File: src/brc_pkg.sv
// Purpose: Controller constants and types
// Assumes: 20 MHz clock, 8-bit codes
// Notes: Offsets and targets in volts
package brc_pkg;
    localparam int CLK_PERIOD_NS = 50;
    localparam int ADC_MAX_CODE = 255;
    // Full scales
    localparam int BATT_FULL_SCALE_V = 40;
    localparam int BOOST_FULL_SCALE_V = 80;
    // Resample intervals
    localparam int BOOST_INT_NS = 17000;
    localparam int BATT_INT_NS = 108000;
    localparam int LED_INT_NS = 52000;
    localparam int TEMP_INT_MS = 4;
    localparam int BOOST_CYC = BOOST_INT_NS / CLK_PERIOD_NS;
    localparam int BATT_CYC = BATT_INT_NS / CLK_PERIOD_NS;
    localparam int LED_CYC = LED_INT_NS / CLK_PERIOD_NS;
    localparam int TEMP_CYC = TEMP_INT_MS * 1000000 / CLK_PERIOD_NS;
    // Period in oscillator edges
    localparam int PWM_STEPS = 64;
    localparam logic [5:0] DUTY_MIN = 6'h04;
    localparam logic [5:0] DUTY_CEIL = 6'h3d;
    // Ranges and windows, volts
    localparam int TARGET_BASE_V = 18;
    localparam int TARGET_STEP_V = 3;
    localparam int WIN0_HALF_V = 1;
    localparam int WIN1_HALF_V = 5;
    localparam int WIN2_HALF_V = 10;
    localparam int SHUTDOWN_OFS_V = 15;
    // Band upper bounds, volts
    localparam int BAND_V [0:6] = '{5, 10, 16, 20, 24, 30, 35};
    localparam logic [5:0] DMAX_BY_BAND [0:7] = '{6'h3d, 6'h3a, 6'h36, 6'h32, 6'h2e, 6'h2a, 6'h26, 6'h22};
    // Register byte offsets
    localparam logic [7:0] OFS_CTRL = 8'h00;
    localparam logic [7:0] OFS_THRESH = 8'h04;
    localparam logic [7:0] OFS_RESULT = 8'h08;
    localparam logic [7:0] OFS_STATUS = 8'h0c;
    localparam logic [31:0] CTRL_RESET = 32'h0000_0006;
    localparam logic [31:0] THRESH_RESET = 32'h001e_0ae6;
    localparam int CTRL_RNG_LSB = 0;
    localparam int CTRL_OFF_BIT = 4;
    localparam int CTRL_SEL_LSB = 8;
    localparam int CORR_PERIODS_DEF = 4;
    localparam logic [1:0] RESP_OKAY = 2'h0;
    localparam logic [1:0] RESP_SLVERR = 2'h2;

    typedef enum logic [2:0] {
        CH_BOOST = 3'h0,
        CH_BATT = 3'h1,
        CH_LED1 = 3'h2,
        CH_LED2 = 3'h3,
        CH_TEMP1 = 3'h4,
        CH_TEMP2 = 3'h5
    } brc_chan_type;

    typedef enum logic [2:0] {
        WIN_0 = 3'h0,
        WIN_1 = 3'h1,
        WIN_2 = 3'h2,
        WIN_3 = 3'h3,
        WIN_SHUT = 3'h4
    } brc_win_type;

    // Volts to nearest code
    function automatic logic [7:0] volts_to_code(input int v, input int fs);
        int c;
        c = (v * ADC_MAX_CODE + fs / 2) / fs;
        if (c > ADC_MAX_CODE) begin
            c = ADC_MAX_CODE;
        end
        return c[7:0];
    endfunction
endpackage

File: src/brc_top.sv
// Purpose: Boost regulation controller
// Assumes: Synchronous oscillator input
// Notes: Registers over AXI4-Lite
//
// Our own choices: the register addresses and the AXI4-Lite register port.
`timescale 1ns/100ps
`default_nettype none
module brc_top #(
    parameter int TEMP_CYC = brc_pkg::TEMP_CYC,
    parameter int CORR_PERIODS = brc_pkg::CORR_PERIODS_DEF
) (
    // Clock and reset
    input wire logic aclk,
    input wire logic aresetn,
    // Register bus
    input wire logic [7:0] s_axi_awaddr,
    input wire logic s_axi_awvalid,
    output logic s_axi_awready,
    input wire logic [31:0] s_axi_wdata,
    input wire logic [3:0] s_axi_wstrb,
    input wire logic s_axi_wvalid,
    output logic s_axi_wready,
    output logic [1:0] s_axi_bresp,
    output logic s_axi_bvalid,
    input wire logic s_axi_bready,
    input wire logic [7:0] s_axi_araddr,
    input wire logic s_axi_arvalid,
    output logic s_axi_arready,
    output logic [31:0] s_axi_rdata,
    output logic [1:0] s_axi_rresp,
    output logic s_axi_rvalid,
    input wire logic s_axi_rready,
    // Converter
    output logic adc_req,
    output logic [2:0] adc_chan,
    input wire logic adc_done,
    input wire logic [7:0] adc_data,
    input wire logic [1:0] led_string_active,
    // Boost stage
    input wire logic booster_reference_oscillator,
    output logic boost_gate_drive,
    // Diagnostics
    output logic [1:0] string_open_flag,
    output logic [1:0] string_short_flag,
    output logic [1:0] string_indirect_short_flag,
    output logic boost_undervoltage_flag
);
    typedef struct packed {
        logic [31:0] ctrl;
        logic [31:0] thresh;
        logic [5:0][7:0] samp;
        logic aw_held;
        logic [7:0] aw_addr;
        logic w_held;
        logic [31:0] w_data;
        logic [3:0] w_strb;
        logic awready;
        logic wready;
        logic bvalid;
        logic [1:0] bresp;
        logic arready;
        logic rvalid;
        logic [31:0] rdata;
        logic [1:0] rresp;
        logic adc_busy;
        logic adc_req;
        logic [2:0] adc_chan;
        logic [5:0] pend;
        logic [8:0] t_boost;
        logic [11:0] t_batt;
        logic [10:0] t_led;
        logic [16:0] t_temp;
        logic osc_prev;
        logic [5:0] phase;
        logic [5:0] duty;
        logic gate;
        logic shut;
        brc_pkg::brc_win_type win;
        logic below;
        logic [3:0] corr_cnt;
        logic lim_tgl;
        logic [1:0] open_f;
        logic [1:0] short_f;
        logic [1:0] ind_f;
        logic uv;
    } brc_state_type;

    brc_state_type s_q;
    brc_state_type s_d;

    // Range target code
    function automatic logic [7:0] target_code(input logic [3:0] rng);
        return brc_pkg::volts_to_code(brc_pkg::TARGET_BASE_V + brc_pkg::TARGET_STEP_V * int'(rng),
            brc_pkg::BOOST_FULL_SCALE_V);
    endfunction

    // Volts offset to counts
    function automatic int boost_ofs(input int v);
        return int'(brc_pkg::volts_to_code(v, brc_pkg::BOOST_FULL_SCALE_V));
    endfunction

    // Battery band of a code
    function automatic logic [2:0] batt_band(input logic [7:0] code);
        logic [2:0] b;
        b = 3'h0;
        for (int i = 0; i < 7; i++) begin
            if (code >= brc_pkg::volts_to_code(brc_pkg::BAND_V[i], brc_pkg::BATT_FULL_SCALE_V)) begin
                b = 3'(i + 1);
            end
        end
        return b;
    endfunction

    // Window of a boost sample
    function automatic brc_pkg::brc_win_type classify(input logic [7:0] code, input logic [3:0] rng);
        int d;
        int a;
        d = int'(code) - int'(target_code(rng));
        a = (d < 0) ? -d : d;
        if (d >= boost_ofs(brc_pkg::SHUTDOWN_OFS_V)) begin
            return brc_pkg::WIN_SHUT;
        end else if (a <= boost_ofs(brc_pkg::WIN0_HALF_V)) begin
            return brc_pkg::WIN_0;
        end else if (a <= boost_ofs(brc_pkg::WIN1_HALF_V)) begin
            return brc_pkg::WIN_1;
        end else if (a <= boost_ofs(brc_pkg::WIN2_HALF_V)) begin
            return brc_pkg::WIN_2;
        end else begin
            return brc_pkg::WIN_3;
        end
    endfunction

    // Step and clamp duty
    function automatic logic [5:0] step_duty(input logic [5:0] duty, input logic up, input int amt,
        input logic [5:0] hi);
        int n;
        n = up ? int'(duty) + amt : int'(duty) - amt;
        if (n > int'(hi)) begin
            n = int'(hi);
        end
        if (n < int'(brc_pkg::DUTY_MIN)) begin
            n = int'(brc_pkg::DUTY_MIN);
        end
        return n[5:0];
    endfunction

    // Byte lane merge
    function automatic logic [31:0] merge(input logic [31:0] old, input logic [31:0] nw, input logic [3:0] strb);
        logic [31:0] r;
        r = old;
        for (int i = 0; i < 4; i++) begin
            if (strb[i]) begin
                r[i*8 +: 8] = nw[i*8 +: 8];
            end
        end
        return r;
    endfunction

    logic [3:0] rng;
    logic [2:0] band;
    logic [5:0] dmax;
    logic osc_edge;
    logic period_end;
    logic [7:0] nreg_low;

    assign rng = s_q.ctrl[brc_pkg::CTRL_RNG_LSB +: 4];
    assign band = batt_band(s_q.samp[brc_pkg::CH_BATT]);
    assign dmax = (brc_pkg::DMAX_BY_BAND[band] > brc_pkg::DUTY_CEIL) ?
        brc_pkg::DUTY_CEIL : brc_pkg::DMAX_BY_BAND[band];
    assign osc_edge = booster_reference_oscillator && !s_q.osc_prev;
    assign period_end = osc_edge && (s_q.phase == 6'(brc_pkg::PWM_STEPS - 1));
    assign nreg_low = 8'(int'(target_code(rng)) - boost_ofs(brc_pkg::WIN1_HALF_V));

    always_comb begin
        logic [31:0] rd;
        logic [1:0] rr;
        s_d = s_q;
        rd = 32'h0000_0000;
        rr = brc_pkg::RESP_OKAY;

        // Address and data in either order
        if (s_axi_awvalid && s_q.awready) begin
            s_d.aw_held = 1'b1;
            s_d.aw_addr = s_axi_awaddr;
        end
        if (s_axi_wvalid && s_q.wready) begin
            s_d.w_held = 1'b1;
            s_d.w_data = s_axi_wdata;
            s_d.w_strb = s_axi_wstrb;
        end
        if (s_q.bvalid && s_axi_bready) begin
            s_d.bvalid = 1'b0;
        end
        if (s_q.aw_held && s_q.w_held && !s_q.bvalid) begin
            s_d.aw_held = 1'b0;
            s_d.w_held = 1'b0;
            s_d.bvalid = 1'b1;
            s_d.bresp = brc_pkg::RESP_OKAY;
            if (s_q.aw_addr[7:2] == brc_pkg::OFS_CTRL[7:2]) begin
                s_d.ctrl = merge(s_q.ctrl, s_q.w_data, s_q.w_strb) & 32'h0000_071f;
            end else if (s_q.aw_addr[7:2] == brc_pkg::OFS_THRESH[7:2]) begin
                s_d.thresh = merge(s_q.thresh, s_q.w_data, s_q.w_strb) & 32'h00ff_ffff;
            end else if (s_q.aw_addr[7:2] > brc_pkg::OFS_STATUS[7:2]) begin
                s_d.bresp = brc_pkg::RESP_SLVERR;
            end
        end
        s_d.awready = !s_d.aw_held && !s_d.bvalid;
        s_d.wready = !s_d.w_held && !s_d.bvalid;

        // Read answers in one cycle
        if (s_q.rvalid && s_axi_rready) begin
            s_d.rvalid = 1'b0;
        end
        if (s_axi_arvalid && s_q.arready) begin
            if (s_axi_araddr[7:2] == brc_pkg::OFS_CTRL[7:2]) begin
                rd = s_q.ctrl;
            end else if (s_axi_araddr[7:2] == brc_pkg::OFS_THRESH[7:2]) begin
                rd = s_q.thresh;
            end else if (s_axi_araddr[7:2] == brc_pkg::OFS_RESULT[7:2]) begin
                // Unused selector codes read zero
                if (s_q.ctrl[brc_pkg::CTRL_SEL_LSB +: 3] <= brc_pkg::CH_TEMP2) begin
                    rd = {24'h00_0000, s_q.samp[s_q.ctrl[brc_pkg::CTRL_SEL_LSB +: 3]]};
                end
            end else if (s_axi_araddr[7:2] == brc_pkg::OFS_STATUS[7:2]) begin
                rd = {8'h00, s_q.ind_f, s_q.short_f, s_q.open_f, s_q.uv, s_q.shut, 1'b0, s_q.win,
                    1'b0, band, 2'h0, s_q.duty};
            end else begin
                rr = brc_pkg::RESP_SLVERR;
            end
            s_d.rvalid = 1'b1;
            s_d.rdata = rd;
            s_d.rresp = rr;
        end
        s_d.arready = !s_d.rvalid;

        // Resample timers
        s_d.adc_req = 1'b0;
        s_d.t_boost = (s_q.t_boost == 9'(brc_pkg::BOOST_CYC - 1)) ? 9'h000 : s_q.t_boost + 9'h001;
        s_d.t_batt = (s_q.t_batt == 12'(brc_pkg::BATT_CYC - 1)) ? 12'h000 : s_q.t_batt + 12'h001;
        s_d.t_led = (s_q.t_led == 11'(brc_pkg::LED_CYC - 1)) ? 11'h000 : s_q.t_led + 11'h001;
        s_d.t_temp = (s_q.t_temp == 17'(TEMP_CYC - 1)) ? 17'h00000 : s_q.t_temp + 17'h00001;

        // Store converter results
        if (s_q.adc_busy && adc_done) begin
            s_d.adc_busy = 1'b0;
            s_d.samp[s_q.adc_chan] = adc_data;
        end
        // Priority: boost, battery, strings, temperature
        if (!s_q.adc_busy) begin
            for (int i = 5; i >= 0; i--) begin
                if (s_q.pend[i]) begin
                    s_d.adc_chan = 3'(i);
                end
            end
            if (s_q.pend != 6'h00) begin
                s_d.adc_busy = 1'b1;
                s_d.adc_req = 1'b1;
                s_d.pend[s_d.adc_chan] = 1'b0;
            end
        end
        // Set wins over clear
        if (s_q.t_boost == 9'(brc_pkg::BOOST_CYC - 1)) begin
            s_d.pend[brc_pkg::CH_BOOST] = 1'b1;
        end
        if (s_q.t_batt == 12'(brc_pkg::BATT_CYC - 1)) begin
            s_d.pend[brc_pkg::CH_BATT] = 1'b1;
        end
        if (s_q.t_led == 11'(brc_pkg::LED_CYC - 1)) begin
            // Unlit strings keep last value
            s_d.pend[brc_pkg::CH_LED1 +: 2] = s_d.pend[brc_pkg::CH_LED1 +: 2] | led_string_active;
        end
        if (s_q.t_temp == 17'(TEMP_CYC - 1)) begin
            s_d.pend[brc_pkg::CH_TEMP1 +: 2] = 2'h3;
        end

        // Fixed period of 64 oscillator edges
        s_d.osc_prev = booster_reference_oscillator;
        if (osc_edge) begin
            s_d.phase = s_q.phase + 6'h01;
        end

        // Latest boost window
        s_d.win = classify(s_q.samp[brc_pkg::CH_BOOST], rng);
        s_d.below = s_q.samp[brc_pkg::CH_BOOST] < target_code(rng);
        s_d.uv = s_q.samp[brc_pkg::CH_BOOST] < nreg_low;
        s_d.shut = (s_q.win == brc_pkg::WIN_SHUT);

        // Once per switching period
        if (period_end) begin
            s_d.lim_tgl = !s_q.lim_tgl;
            s_d.corr_cnt = (s_q.corr_cnt == 4'(CORR_PERIODS - 1)) ? 4'h0 : s_q.corr_cnt + 4'h1;
            if (s_q.duty < brc_pkg::DUTY_MIN) begin
                // Restart at floor
                s_d.duty = brc_pkg::DUTY_MIN;
            end else begin
                case (s_q.win)
                    brc_pkg::WIN_0: begin
                        s_d.duty = s_q.duty;
                    end
                    brc_pkg::WIN_1: begin
                        if (s_q.corr_cnt == 4'(CORR_PERIODS - 1)) begin
                            s_d.duty = step_duty(s_q.duty, s_q.below, 1, dmax);
                        end
                    end
                    brc_pkg::WIN_2: begin
                        if (s_q.corr_cnt == 4'(CORR_PERIODS - 1)) begin
                            s_d.duty = step_duty(s_q.duty, s_q.below, 2, dmax);
                        end
                    end
                    brc_pkg::WIN_3: begin
                        // Every other period, faster than cadence only when CORR_PERIODS exceeds 2
                        if (s_q.lim_tgl) begin
                            s_d.duty = step_duty(s_q.duty, s_q.below, 2, dmax);
                        end
                    end
                    default: begin
                        s_d.duty = s_q.duty;
                    end
                endcase
            end
            // Rising band may pull ceiling below duty
            if (s_d.duty > dmax) begin
                s_d.duty = dmax;
            end
        end
        if (s_d.shut || s_q.ctrl[brc_pkg::CTRL_OFF_BIT]) begin
            s_d.duty = 6'h00;
        end
        // Duty stays below 63, so the gate drops
        s_d.gate = (s_d.phase < s_d.duty) && !s_d.shut && !s_q.ctrl[brc_pkg::CTRL_OFF_BIT];

        // String checks
        for (int i = 0; i < 2; i++) begin
            s_d.open_f[i] = s_q.samp[2 + i] >= s_q.thresh[7:0];
            s_d.short_f[i] = s_q.samp[2 + i] <= s_q.thresh[15:8];
            s_d.ind_f[i] = (s_q.samp[2 + i] <= s_q.thresh[23:16]) && !s_d.short_f[i];
        end
    end

    always_ff @(posedge aclk) begin
        if (!aresetn) begin
            s_q <= '0;
            s_q.ctrl <= brc_pkg::CTRL_RESET;
            s_q.thresh <= brc_pkg::THRESH_RESET;
            s_q.win <= brc_pkg::WIN_0;
        end else begin
            s_q <= s_d;
        end
    end

    assign s_axi_awready = s_q.awready;
    assign s_axi_wready = s_q.wready;
    assign s_axi_bresp = s_q.bresp;
    assign s_axi_bvalid = s_q.bvalid;
    assign s_axi_arready = s_q.arready;
    assign s_axi_rdata = s_q.rdata;
    assign s_axi_rresp = s_q.rresp;
    assign s_axi_rvalid = s_q.rvalid;
    assign adc_req = s_q.adc_req;
    assign adc_chan = s_q.adc_chan;
    assign boost_gate_drive = s_q.gate;
    assign string_open_flag = s_q.open_f;
    assign string_short_flag = s_q.short_f;
    assign string_indirect_short_flag = s_q.ind_f;
    assign boost_undervoltage_flag = s_q.uv;
endmodule
`default_nettype wire

File: config.mk
export PLATFORM = sky130hd
export DESIGN_NAME = brc_top
export DESIGN_NICKNAME = d
export VERILOG_FILES = /design/src/brc_pkg.sv /design/src/brc_top.sv
export SDC_FILE = /design/constraint.sdc
export NUM_CORES = 1
export LEC_CHECK = 0
export ABC_CLOCK_PERIOD_IN_PS = 16570
export BUFFER_PORTS_ARGS = -buffer_cell sky130_fd_sc_hd__buf_2
export CAP_MARGIN = 20
export CORE_ASPECT_RATIO = 0.7
export CORE_MARGIN = 1.5
export CORE_UTILIZATION = 37
export CTS_BUF_LIST = sky130_fd_sc_hd__clkbuf_4 sky130_fd_sc_hd__clkbuf_8
export CTS_CLUSTER_SIZE = 10
export DETAILED_ROUTE_END_ITERATION = 10
export PLACE_DENSITY = 0.52
export SKIP_LAST_GASP = 1
export SLEW_MARGIN = 5
export SYNTH_ARGS = -nofsm -noshare
export SYNTH_HDL_FRONTEND = slang
export SYNTH_SLANG_ARGS = --single-unit
File: constraint.sdc
create_clock -name aclk -period 16.57 [get_ports aclk]
set_clock_uncertainty 0.1 [all_clocks]
set_input_delay 4.971 -clock aclk [delete_from_list [all_inputs] [get_ports aclk]]
set_output_delay 4.971 -clock aclk [all_outputs]
set_load 0.02 [all_outputs]
==> Word-level counts from Yosys, hierarchy flattened <==
Memory sizes are Yosys's and may differ from the RTL's.
Index checks and enable logic that the tools add are counted.
{ "classes": {"n_addsub": 15, "n_mul": 2, "div_mod_pow": 1, "n_lt_le_gt_ge": 38, "eq_ne": 17, "n_mux": 88, "bitwise": 6, "n_reduce_logical": 51} }
{ "ops": {"columns": ["cell", "n"], "rows": [
  ["$mux W32", 20],
  ["$lt A32 B4 Y1 const B", 3],
  ["$mux W6", 16],
  ["$gt A32 B7 Y1", 2],
  ["$bwmux W48", 1],
  ["$mux W3", 13],
  ["$mux W37", 1],
  ["$mux W35", 1],
  ["$div A32 B8 Y32 const B", 1],
  ["$ge A8 B8 Y1 const B", 4],
  ["$gt A32 B9 Y1 const B", 1],
  ["$le A32 B3 Y1 const B", 1],
  ["$le A32 B6 Y1 const B", 1],
  ["$le A32 B7 Y1 const B", 1],
  ["$le A8 B8 Y1", 4],
  ["$mux W8", 4],
  ["$neg A9 Y32", 1],
  ["$mux W2", 14],
  ["$bmux W8 S3", 1],
  ["$demux W8 S3", 1],
  ["$mux W24", 1],
  ["$logic_and A1 B1 Y1", 18],
  ["$pmux W6 S3", 1],
  ["$add A17 B1 Y17 const B", 1],
  ["63 further kinds", 106]
]} }
{ "totals": {"regBits": 258, "mem_bits_ro": 48, "memories": 1} }
{ "mem_list": {"columns": ["name", "depth", "width", "rd", "rd_clocked_by_memory_dff", "wr", "line", "source"], "rows": [
  ["(name not given)", 8, 6, 1, 0, 0, "brc_top.sv:169", "brc_pkg::DUTY_CEIL : brc_pkg::DMAX_BY_BAND[band];"]
]} }

==> Logic depth before layout (Yosys ltp) <==
Gate-level depths: netlist of run 1.
{ "depth": {"ltp_word": 33, "depth_mapped": 73, "depth_no_buf": 65} }

==> Least setup slack after synthesis of run 1 <==
Ideal clock, no wire load.
{ "synth_path": {"path_type": "reg2reg", "startpoint": "register s_q (netlist bit rng[0])", "endpoint": "register s_q[13] in the netlist's numbering", "arrival_ps": 13956, "setup_slack_ps": 2395, "path_stages_with_launch": 65, "n_path_buf": 4, "period_less_slack_ps": 14175, "path_cell_list": "dfxtp_1 -> clkbuf_1 -> inv_1 -> ha_1 -> inv_1 -> ha_1 -> fa_1 -> xnor2_1 -> fa_1 -> inv_1 -> fa_1 -> xor2_1 -> ha_1 -> inv_1 -> fa_1 -> inv_1 -> ha_1 -> o21a_1 -> [29 not listed] -> nand2_1 -> mux2_1 -> o2111ai_2 -> ha_1 -> fa_1 -> nor2b_1 -> o21ai_0 -> nand2b_1 -> a21o_1 -> a21oi_1 -> nor2b_1 -> o21ai_0 -> nand2_1 -> a41oi_1 -> xor2_1 -> a21oi_1 -> o21ai_0 -> a21oi_1"} }
{ "synth_between": {"elab_chain_len": 13, "word_cells_on_any_way": 18} }
{ "synth_rtl": {"columns": ["element", "line", "source"], "rows": [
  ["start, declared", "brc_top.sv:88", "brc_state_type s_q;"],
  ["$mul A2 B4 Y6 (*)", "brc_top.sv:93", "return brc_pkg::volts_to_code(brc_pkg::TARGET_BASE_V + brc_pkg::TARGET_STEP_V * int'(rng),"],
  ["$add A5 B6 Y7 (*)", "brc_top.sv:93", null],
  ["$mul A7 B8 Y15 (*)", "brc_pkg.sv:67", "c = (v * ADC_MAX_CODE + fs / 2) / fs;"],
  ["$add A15 B6 Y16 (*)", "brc_pkg.sv:67", null],
  ["$div A32 B8 Y32 (*)", "brc_pkg.sv:67", null],
  ["$gt A32 B9 Y1", "brc_pkg.sv:68", "if (c > ADC_MAX_CODE) begin"],
  ["$mux W8 (*)", "brc_pkg.sv:68", null],
  ["$sub A8 B8 Y9 (*)", "brc_top.sv:118", "d = int'(code) - int'(target_code(rng));"],
  ["$neg A9 Y32 / $lt A9 B1 Y1 (equally long branches)", "brc_top.sv:119", "a = (d < 0) ? -d : d;"],
  ["$mux W32", "brc_top.sv:119", null],
  ["$le A32 B7 Y1", "brc_top.sv:126", "end else if (a <= boost_ofs(brc_pkg::WIN2_HALF_V)) begin"],
  ["$mux W1", "brc_top.sv:126", null],
  ["$mux W2", "brc_top.sv:124", "end else if (a <= boost_ofs(brc_pkg::WIN1_HALF_V)) begin"]
]} }
Every way passes the cells marked *; elsewhere a longest branch is shown, timed or not.
A chain may end at the register's enable or synchronous reset.

==> Final worst setup path of run 1 <==
{ "layout_path": {"startpoint": "register s_q (netlist bit rng[2])", "endpoint": "register s_q[13] in the netlist's numbering"} }
Same word-level chain as after synthesis.

==> results of run 1 <==
-- worst paths after layout --
| check | end | from | cells past startpoint |
|---|---|---|---|
| min | s_q[48] | s_q[48] | 1 |
| max reg2reg | s_q[13] | rng[2] | 66 |
| max | s_q[13] | rng[2] | 66 |
| min reg2reg | s_q[48] | s_q[48] | 1 |
-- synthesized netlist by cell type, types with 7 or more instances --
cell      instances
nor2_1          274
dfxtp_1         237
nand2_1         197
a21oi_1         154
ha_1            147
mux2i_1         120
inv_1           105
nand3_1          63
clkbuf_1         60
o21ai_0          56
xnor2_1          55
buf_4            47
xor2_1           47
nand2b_1         31
nor3_1           31
and3_1           30
a21o_1           27
nor2b_1          24
nand4_1          23
and2_1           22
fa_1             21
o211ai_1         16
a22oi_1          15
a211oi_1         13
mux4_2           13
o22ai_1          13
a31oi_1          10
nor4_1            9
o21a_1            9
o31ai_1           8
or2_2             8
or3_1             8
a21oi_2           7
o21ai_1           7
-- repair_timing --
action / in CTS / in global routing
setup buffers: 0 / 5
gates resized for setup: 0 / 6
hold buffers: 0 / 0
endpoints found under the setup margin: 0 / 2
-- per-layer routing --
| metal | track usage | up-vias | routed length, um |
|---|---|---|---|
| li1 | - | 7464 | - |
| met3 | 0.0327 | 59 | 3000 |
| met4 | 0.0359 | 2 | 700 |
| met5 | 0 | - | 10 |
| met1 | 0.304 | 7018 | 24900 |
| met2 | 0.281 | 426 | 19000 |
-- cell families after synthesis --
| family | Yosys count | synth area share |
|---|---|---|
| AOI/OAI and AO/OA | 439 | 0.175 |
| xor gates and xnor gates | 104 | 0.0535 |
| adders and majority gates | 170 | 0.132 |
| buffers and inverters | 234 | 0.0654 |
| DFF | 237 | 0.274 |
| muxes | 137 | 0.0895 |
| other | 1 | 0.000217 |
| and+or+nand+nor | 766 | 0.210 |
-- cell type report --
class                   count  area (um2)  area share
clock buffers              61         771      0.0405
diodes                      3        7.51    0.000395
flip-flops and latches    237        4750       0.249
repair buffers            138         790      0.0415
well taps                 612         766      0.0402
multi-input cells        1626       11500       0.605
inverters                 107         404      0.0212
clock inverters             6        38.8     0.00204
-- power by group --
| part | internal, mW | switching (mW) |
|---|---|---|
| registers | 0.582 | 0.0178 |
| logic | 0.650 | 0.917 |
| clock network | 0.296 | 0.241 |
-- through the flow --
| step | hold slack, ns | total power [mW] | utilization | std cells | cell area [um2] |
|---|---|---|---|---|---|
| 3_3_place_gp | 0.326 | 2.11 | 0.391 | 2713 | 18100 |
| 4_1_cts | 0.350 | 2.68 | 0.409 | 2781 | 18900 |
| 5_1_grt | 0.373 | 2.92 | 0.411 | 2788 | 19000 |
| 2_1_floorplan | 0.318 | 1.80 | - | 2097 | 17300 |
| 6_report | 0.349 | 2.70 | 0.411 | 2790 | 19000 |
| 3_5_place_dp | 0.341 | 2.14 | 0.391 | 2714 | 18100 |
-- flip-flops by register name (all words and copies together), names as in the netlist, 2 cells and up --
register	cells
string_open_flag	2
s_axi_rdata	24
string_indirect_short_flag	2
string_short_flag	2
adc_chan	3
rng	4
s_q	190
-- cells in the final DEF, fill, tap and decap left out, types with 31 or more instances in the layout --
cell	count
clkbuf_8	50
nand2_1	197
o21ai_0	56
buf_2	100
nor2_1	273
nand3_1	63
a21oi_1	154
mux2i_1	120
inv_1	105
buf_4	37
xor2_1	47
nor3_1	31
ha_1	147
nand2b_1	31
dfxtp_1	236
xnor2_1	55
==> reports/metrics.csv, run 1 <==
metric;value;unit
worst_path_max_delay_cell;fa_1;
cts_buffers;38;
synth_seq_area_share;0.274;
gr-usage-all-layers;0.196;
final-setup-viol-count;0;
vias;14969;
tns;0;ns
layout_min_cycle_time;15.29;ns
netlist_instances;2088;
maxCapViolCount;0;
endpoint_kind;flop;
synth.top_cell.area_share;0.274;
grt_antenna_before_repair;5;
drt_pass1_iterations;8;
clockBufferDepth;3;
cp.arrival;15.61;ns
slew_viol_final;0;
viasPerCell;5.37;
synth_area;17300;um2
port_buffers;100;
routed_wirelength;47600;um
grt_max_degree;96;
die_y;184;um
initial_core_util;0.374;
clk_latency;0.56;ns
synth_area_leaders;dfxtp_1 27%, ha_1 11%, mux2i_1 6.9%, nor2_1 5.9%, a21oi_1 4.5%;
cp.buffers_inverters;9;
drc;0;
drive_gt1_frac;0.134;
run_status;complete, no violations;
ff2ff_setup_slack;1.28;ns
path_max_fanout;10;
cp-start-kind;flop;
cts_tree;yes;
clkSinkCount;237;
fin_nets;2387;
finalWorstSetupSlack;1.28;ns
hp-class;flop to flop;
routedWlPerCell;17.1;um
yosysWarningCount;0;
grt_setup_unrepaired;false;
dieWidth;262;um
drt_iter0_drc;1222;
synth.avg_cell_area;8.29;um2
cpLargestDelayFamily;simple AND/OR/NAND/NOR gates;
fmax;65.4;MHz
async_flop_share;0;
grt_pass1_wl;76200;um
synth.ff_latch_count;237;
crit_type;flop to flop;
worst_pin_slew;1.06;ns
row_count;66;
clk_pin_slew;0.06;ns
n_fill_cell;4669;
first_global_vias;14014;
hold_viol;0;
yosys.cell_types.count;120;
power_density;142;nW/um2
cpPeakStageDelay;0.61;ns
yosysTopAreaCell;dfxtp_1;
ctsRootBufferMaster;clkbuf_8;
ant_nets;0;
place_hpwl;36600;um
cts_max_level;2;
die_area;48100;um2
place.gp.congestion;0.878;
pre_cts_ws;1.05;ns
p_leak;8.31;nW
synth_edf_count;0;
fin_crit_sh;0.923;
synthFlopType;dfxtp_1;
syn_to_final_growth;9.87;%
required;16.89;ns
grt-ovfl-total;0;
irDropWorstVdd;0.161;mV
coreArea;46300;um2
slew_headroom;0.295;
ioPinCount;124;
Note: power is estimated with default switching activity, not from simulation.
==> run 2: changes to the inputs <==
- GPL_TIMING_DRIVEN: default -> 0
==> reports/metrics.csv, run 2 (synthesis results as in run 1) <==
metric;value;unit;change
run_status;finished with violations;;was complete, no violations
violations;design-rule violations;;
cts_tree;yes;;unchanged
final_util;0.426;;was 0.411
gr-usage-all-layers;0.216;;was 0.196
final-setup-viol-count;0;;unchanged
power_frac_clock;0.210;;was 0.198
routed_wirelength;52500;um;was 47600 um
routedWlPerCell;18.2;um;was 17.1 um
first_global_vias;14483;;was 14.0k
p_leak;8.64;nW;was 8.31 nW
worst_path_max_delay_cell;fa_1;;unchanged
cpPeakStageDelay;0.66;ns;was 0.61 ns
place_hpwl;40800;um;was 36600 um
power_density;137;nW/um2;was 142 nW/um2
fin_nets;2486;;was 2387
comb_power_share;0.572;;was 0.580
ioPinCount;124;;unchanged
place_inst;2806;;was 2714
met2_usage;0.306;;was 0.281
hp-class;flop to flop;;unchanged
layout_commonest_cell;nor2_1;;unchanged
hold_viol;0;;unchanged
cp.buffers_inverters;12;;was 9
coreArea;46300;um2;unchanged
largest_reg_flops;190;;unchanged
fmax;63.9;MHz;was 65.4 MHz
netSwitchingFraction;0.435;;about the same
dieWidth;262;um;unchanged
clockBufferDepth;3;;unchanged
layout_min_cycle_time;15.65;ns;was 15.29 ns
p_seq_frac;0.218;;was 0.222
place.gp.congestion;0.904;;was 0.878
fin_crit_sh;0.945;;was 0.923
crit_type;flop to flop;;unchanged
final_area;19700;um2;was 19000 um2
path_max_fanout;10;;unchanged
ant_nets;0;;unchanged
viasPerCell;5.40;;was 5.37
grt_use_met3;0.0361;;was 0.0327
cpLargestDelayFamily;compound AO/OA/AOI/OAI gates;;was simple AND/OR/NAND/NOR gates
grt_pass1_wl;81900;um;was 76200 um
clk_pin_slew;0.06;ns;about the same
maxCapViolCount;0;;unchanged
drt_pass1_iterations;10;;was 8
initial_core_util;0.374;;unchanged
crit_top_cell;ha_1;;
drive_gt1_frac;0.152;;was 0.134
row_count;66;;unchanged
layoutNonFillerInstCount;2886;;was 2790
required;16.90;ns;was 16.89 ns
grt-ovfl-total;0;;unchanged
tns;0;ns;unchanged
slew_viol_final;0;;unchanged
drc;2;;was 0
die_y;184;um;unchanged
met1_usage;0.335;;was 0.304
worst_pin_slew;1.13;ns;was 1.06 ns
grt_antenna_before_repair;3;;was 5
clk_latency;0.56;ns;about the same
die_area;48100;um2;unchanged
vias;15577;;was 15.0k
place_area;18600;um2;was 18100 um2
drt_iter0_drc;1330;;was 1222
cts_max_level;2;;unchanged
grt_busiest_layer;met1;;unchanged
clkSinkCount;237;;unchanged
cts_buffers;40;;was 38
port_buffers;97;;was 100
internal-power;1.53;mW;about the same
irDropWorstVdd;0.152;mV;was 0.161 mV
endpoint_kind;flop;;unchanged
ctsRootBufferMaster;clkbuf_8;;unchanged
whs;0.351;ns;was 0.349 ns
slew_headroom;0.241;;was 0.295
regMostFlops;s_q;;unchanged
cp.arrival;15.98;ns;was 15.61 ns
syn_to_final_growth;13.9;%;was 9.87%
grt_max_degree;12;;was 96
cp-start-kind;flop;;unchanged
p_switching;1.17;mW;was 1.18 mW
final_cell_mix;268 x nor2_1, 236 x dfxtp_1, 196 x nand2_1, 151 x a21oi_1, 147 x ha_1;;was 273 x nor2_1, 236 x dfxtp_1, 197 x nand2_1, 154 x a21oi_1, 147 x ha_1
## run 2: changes by cell type in the layout (fill, tap and decap cells not counted), sizes merged
cell    change
bufinv      +2
clkbuf     +62
clkinv      -4
buf        +36
## run 2: layout make-up
cell class | count | area, um2
diodes | 3 | 7.51
plain buffers | 127 | 734
clock buffers | 62 | 766
clock inverters | 4 | 82.6
fillers | 4573 | 26600
inverters | 107 | 405
multi-input cells | 1626 | 11600
flip-flops and latches | 237 | 4750
well taps | 612 | 766
repair buffers | 108 | 578
## run 2: worst paths after layout
path            from  endpoint  slack (ns)  cells past startpoint
max reg2reg   rng[0]   s_q[13]        0.92                     66
min reg2reg  s_q[48]   s_q[48]        0.35                      1
min          s_q[48]   s_q[48]        0.35                      1
max           rng[0]   s_q[13]        0.92                     66
## run 2: per-stage QoR
stage / setup slack (ns) / total power [mW]
2_1_floorplan: 2.39 / 1.80
3_3_place_gp: -0.279 / 2.05
3_5_place_dp: -0.345 / 2.08
4_1_cts: 0.0715 / 2.66
5_1_grt: -0.0291 / 2.92
6_report: 0.917 / 2.70
## run 2: power groups by stage
stage,Clock [mW],Sequential (mW),Combinational (mW)
3_3_place_gp,0,0.602,1.45
2_1_floorplan,0,0.601,1.20
3_5_place_dp,0,0.602,1.48
5_1_grt,0.614,0.591,1.71
6_report,0.568,0.590,1.54
4_1_cts,0.582,0.589,1.49
## run 2: per-layer routing
metal,up-vias,share of wire
li1,7661,-
met1,7389,0.52
met2,463,0.40
met3,64,0.062
met4,0,0.018
met5,-,0
## run 2: timing repair
action / in CTS / in global routing
hold endpoints to repair: 0 / 0
pin swaps: 0 / 3
setup buffers: 0 / 8
hold buffers: 0 / 0
gates resized for setup: 4 / 35
setup endpoints to repair: 2 / 5
## run 2: worst reg2reg max path: cells and delay by family (launching register included)
family	cells	cell delay, ns
DFF	1	0.37
and+or+nand+nor	17	3.82
buffers and inverters	12	1.41
muxes	2	0.49
xor gates and xnor gates	2	0.43
adders and majority gates	11	4.06
AOI/OAI and AO/OA	22	4.80
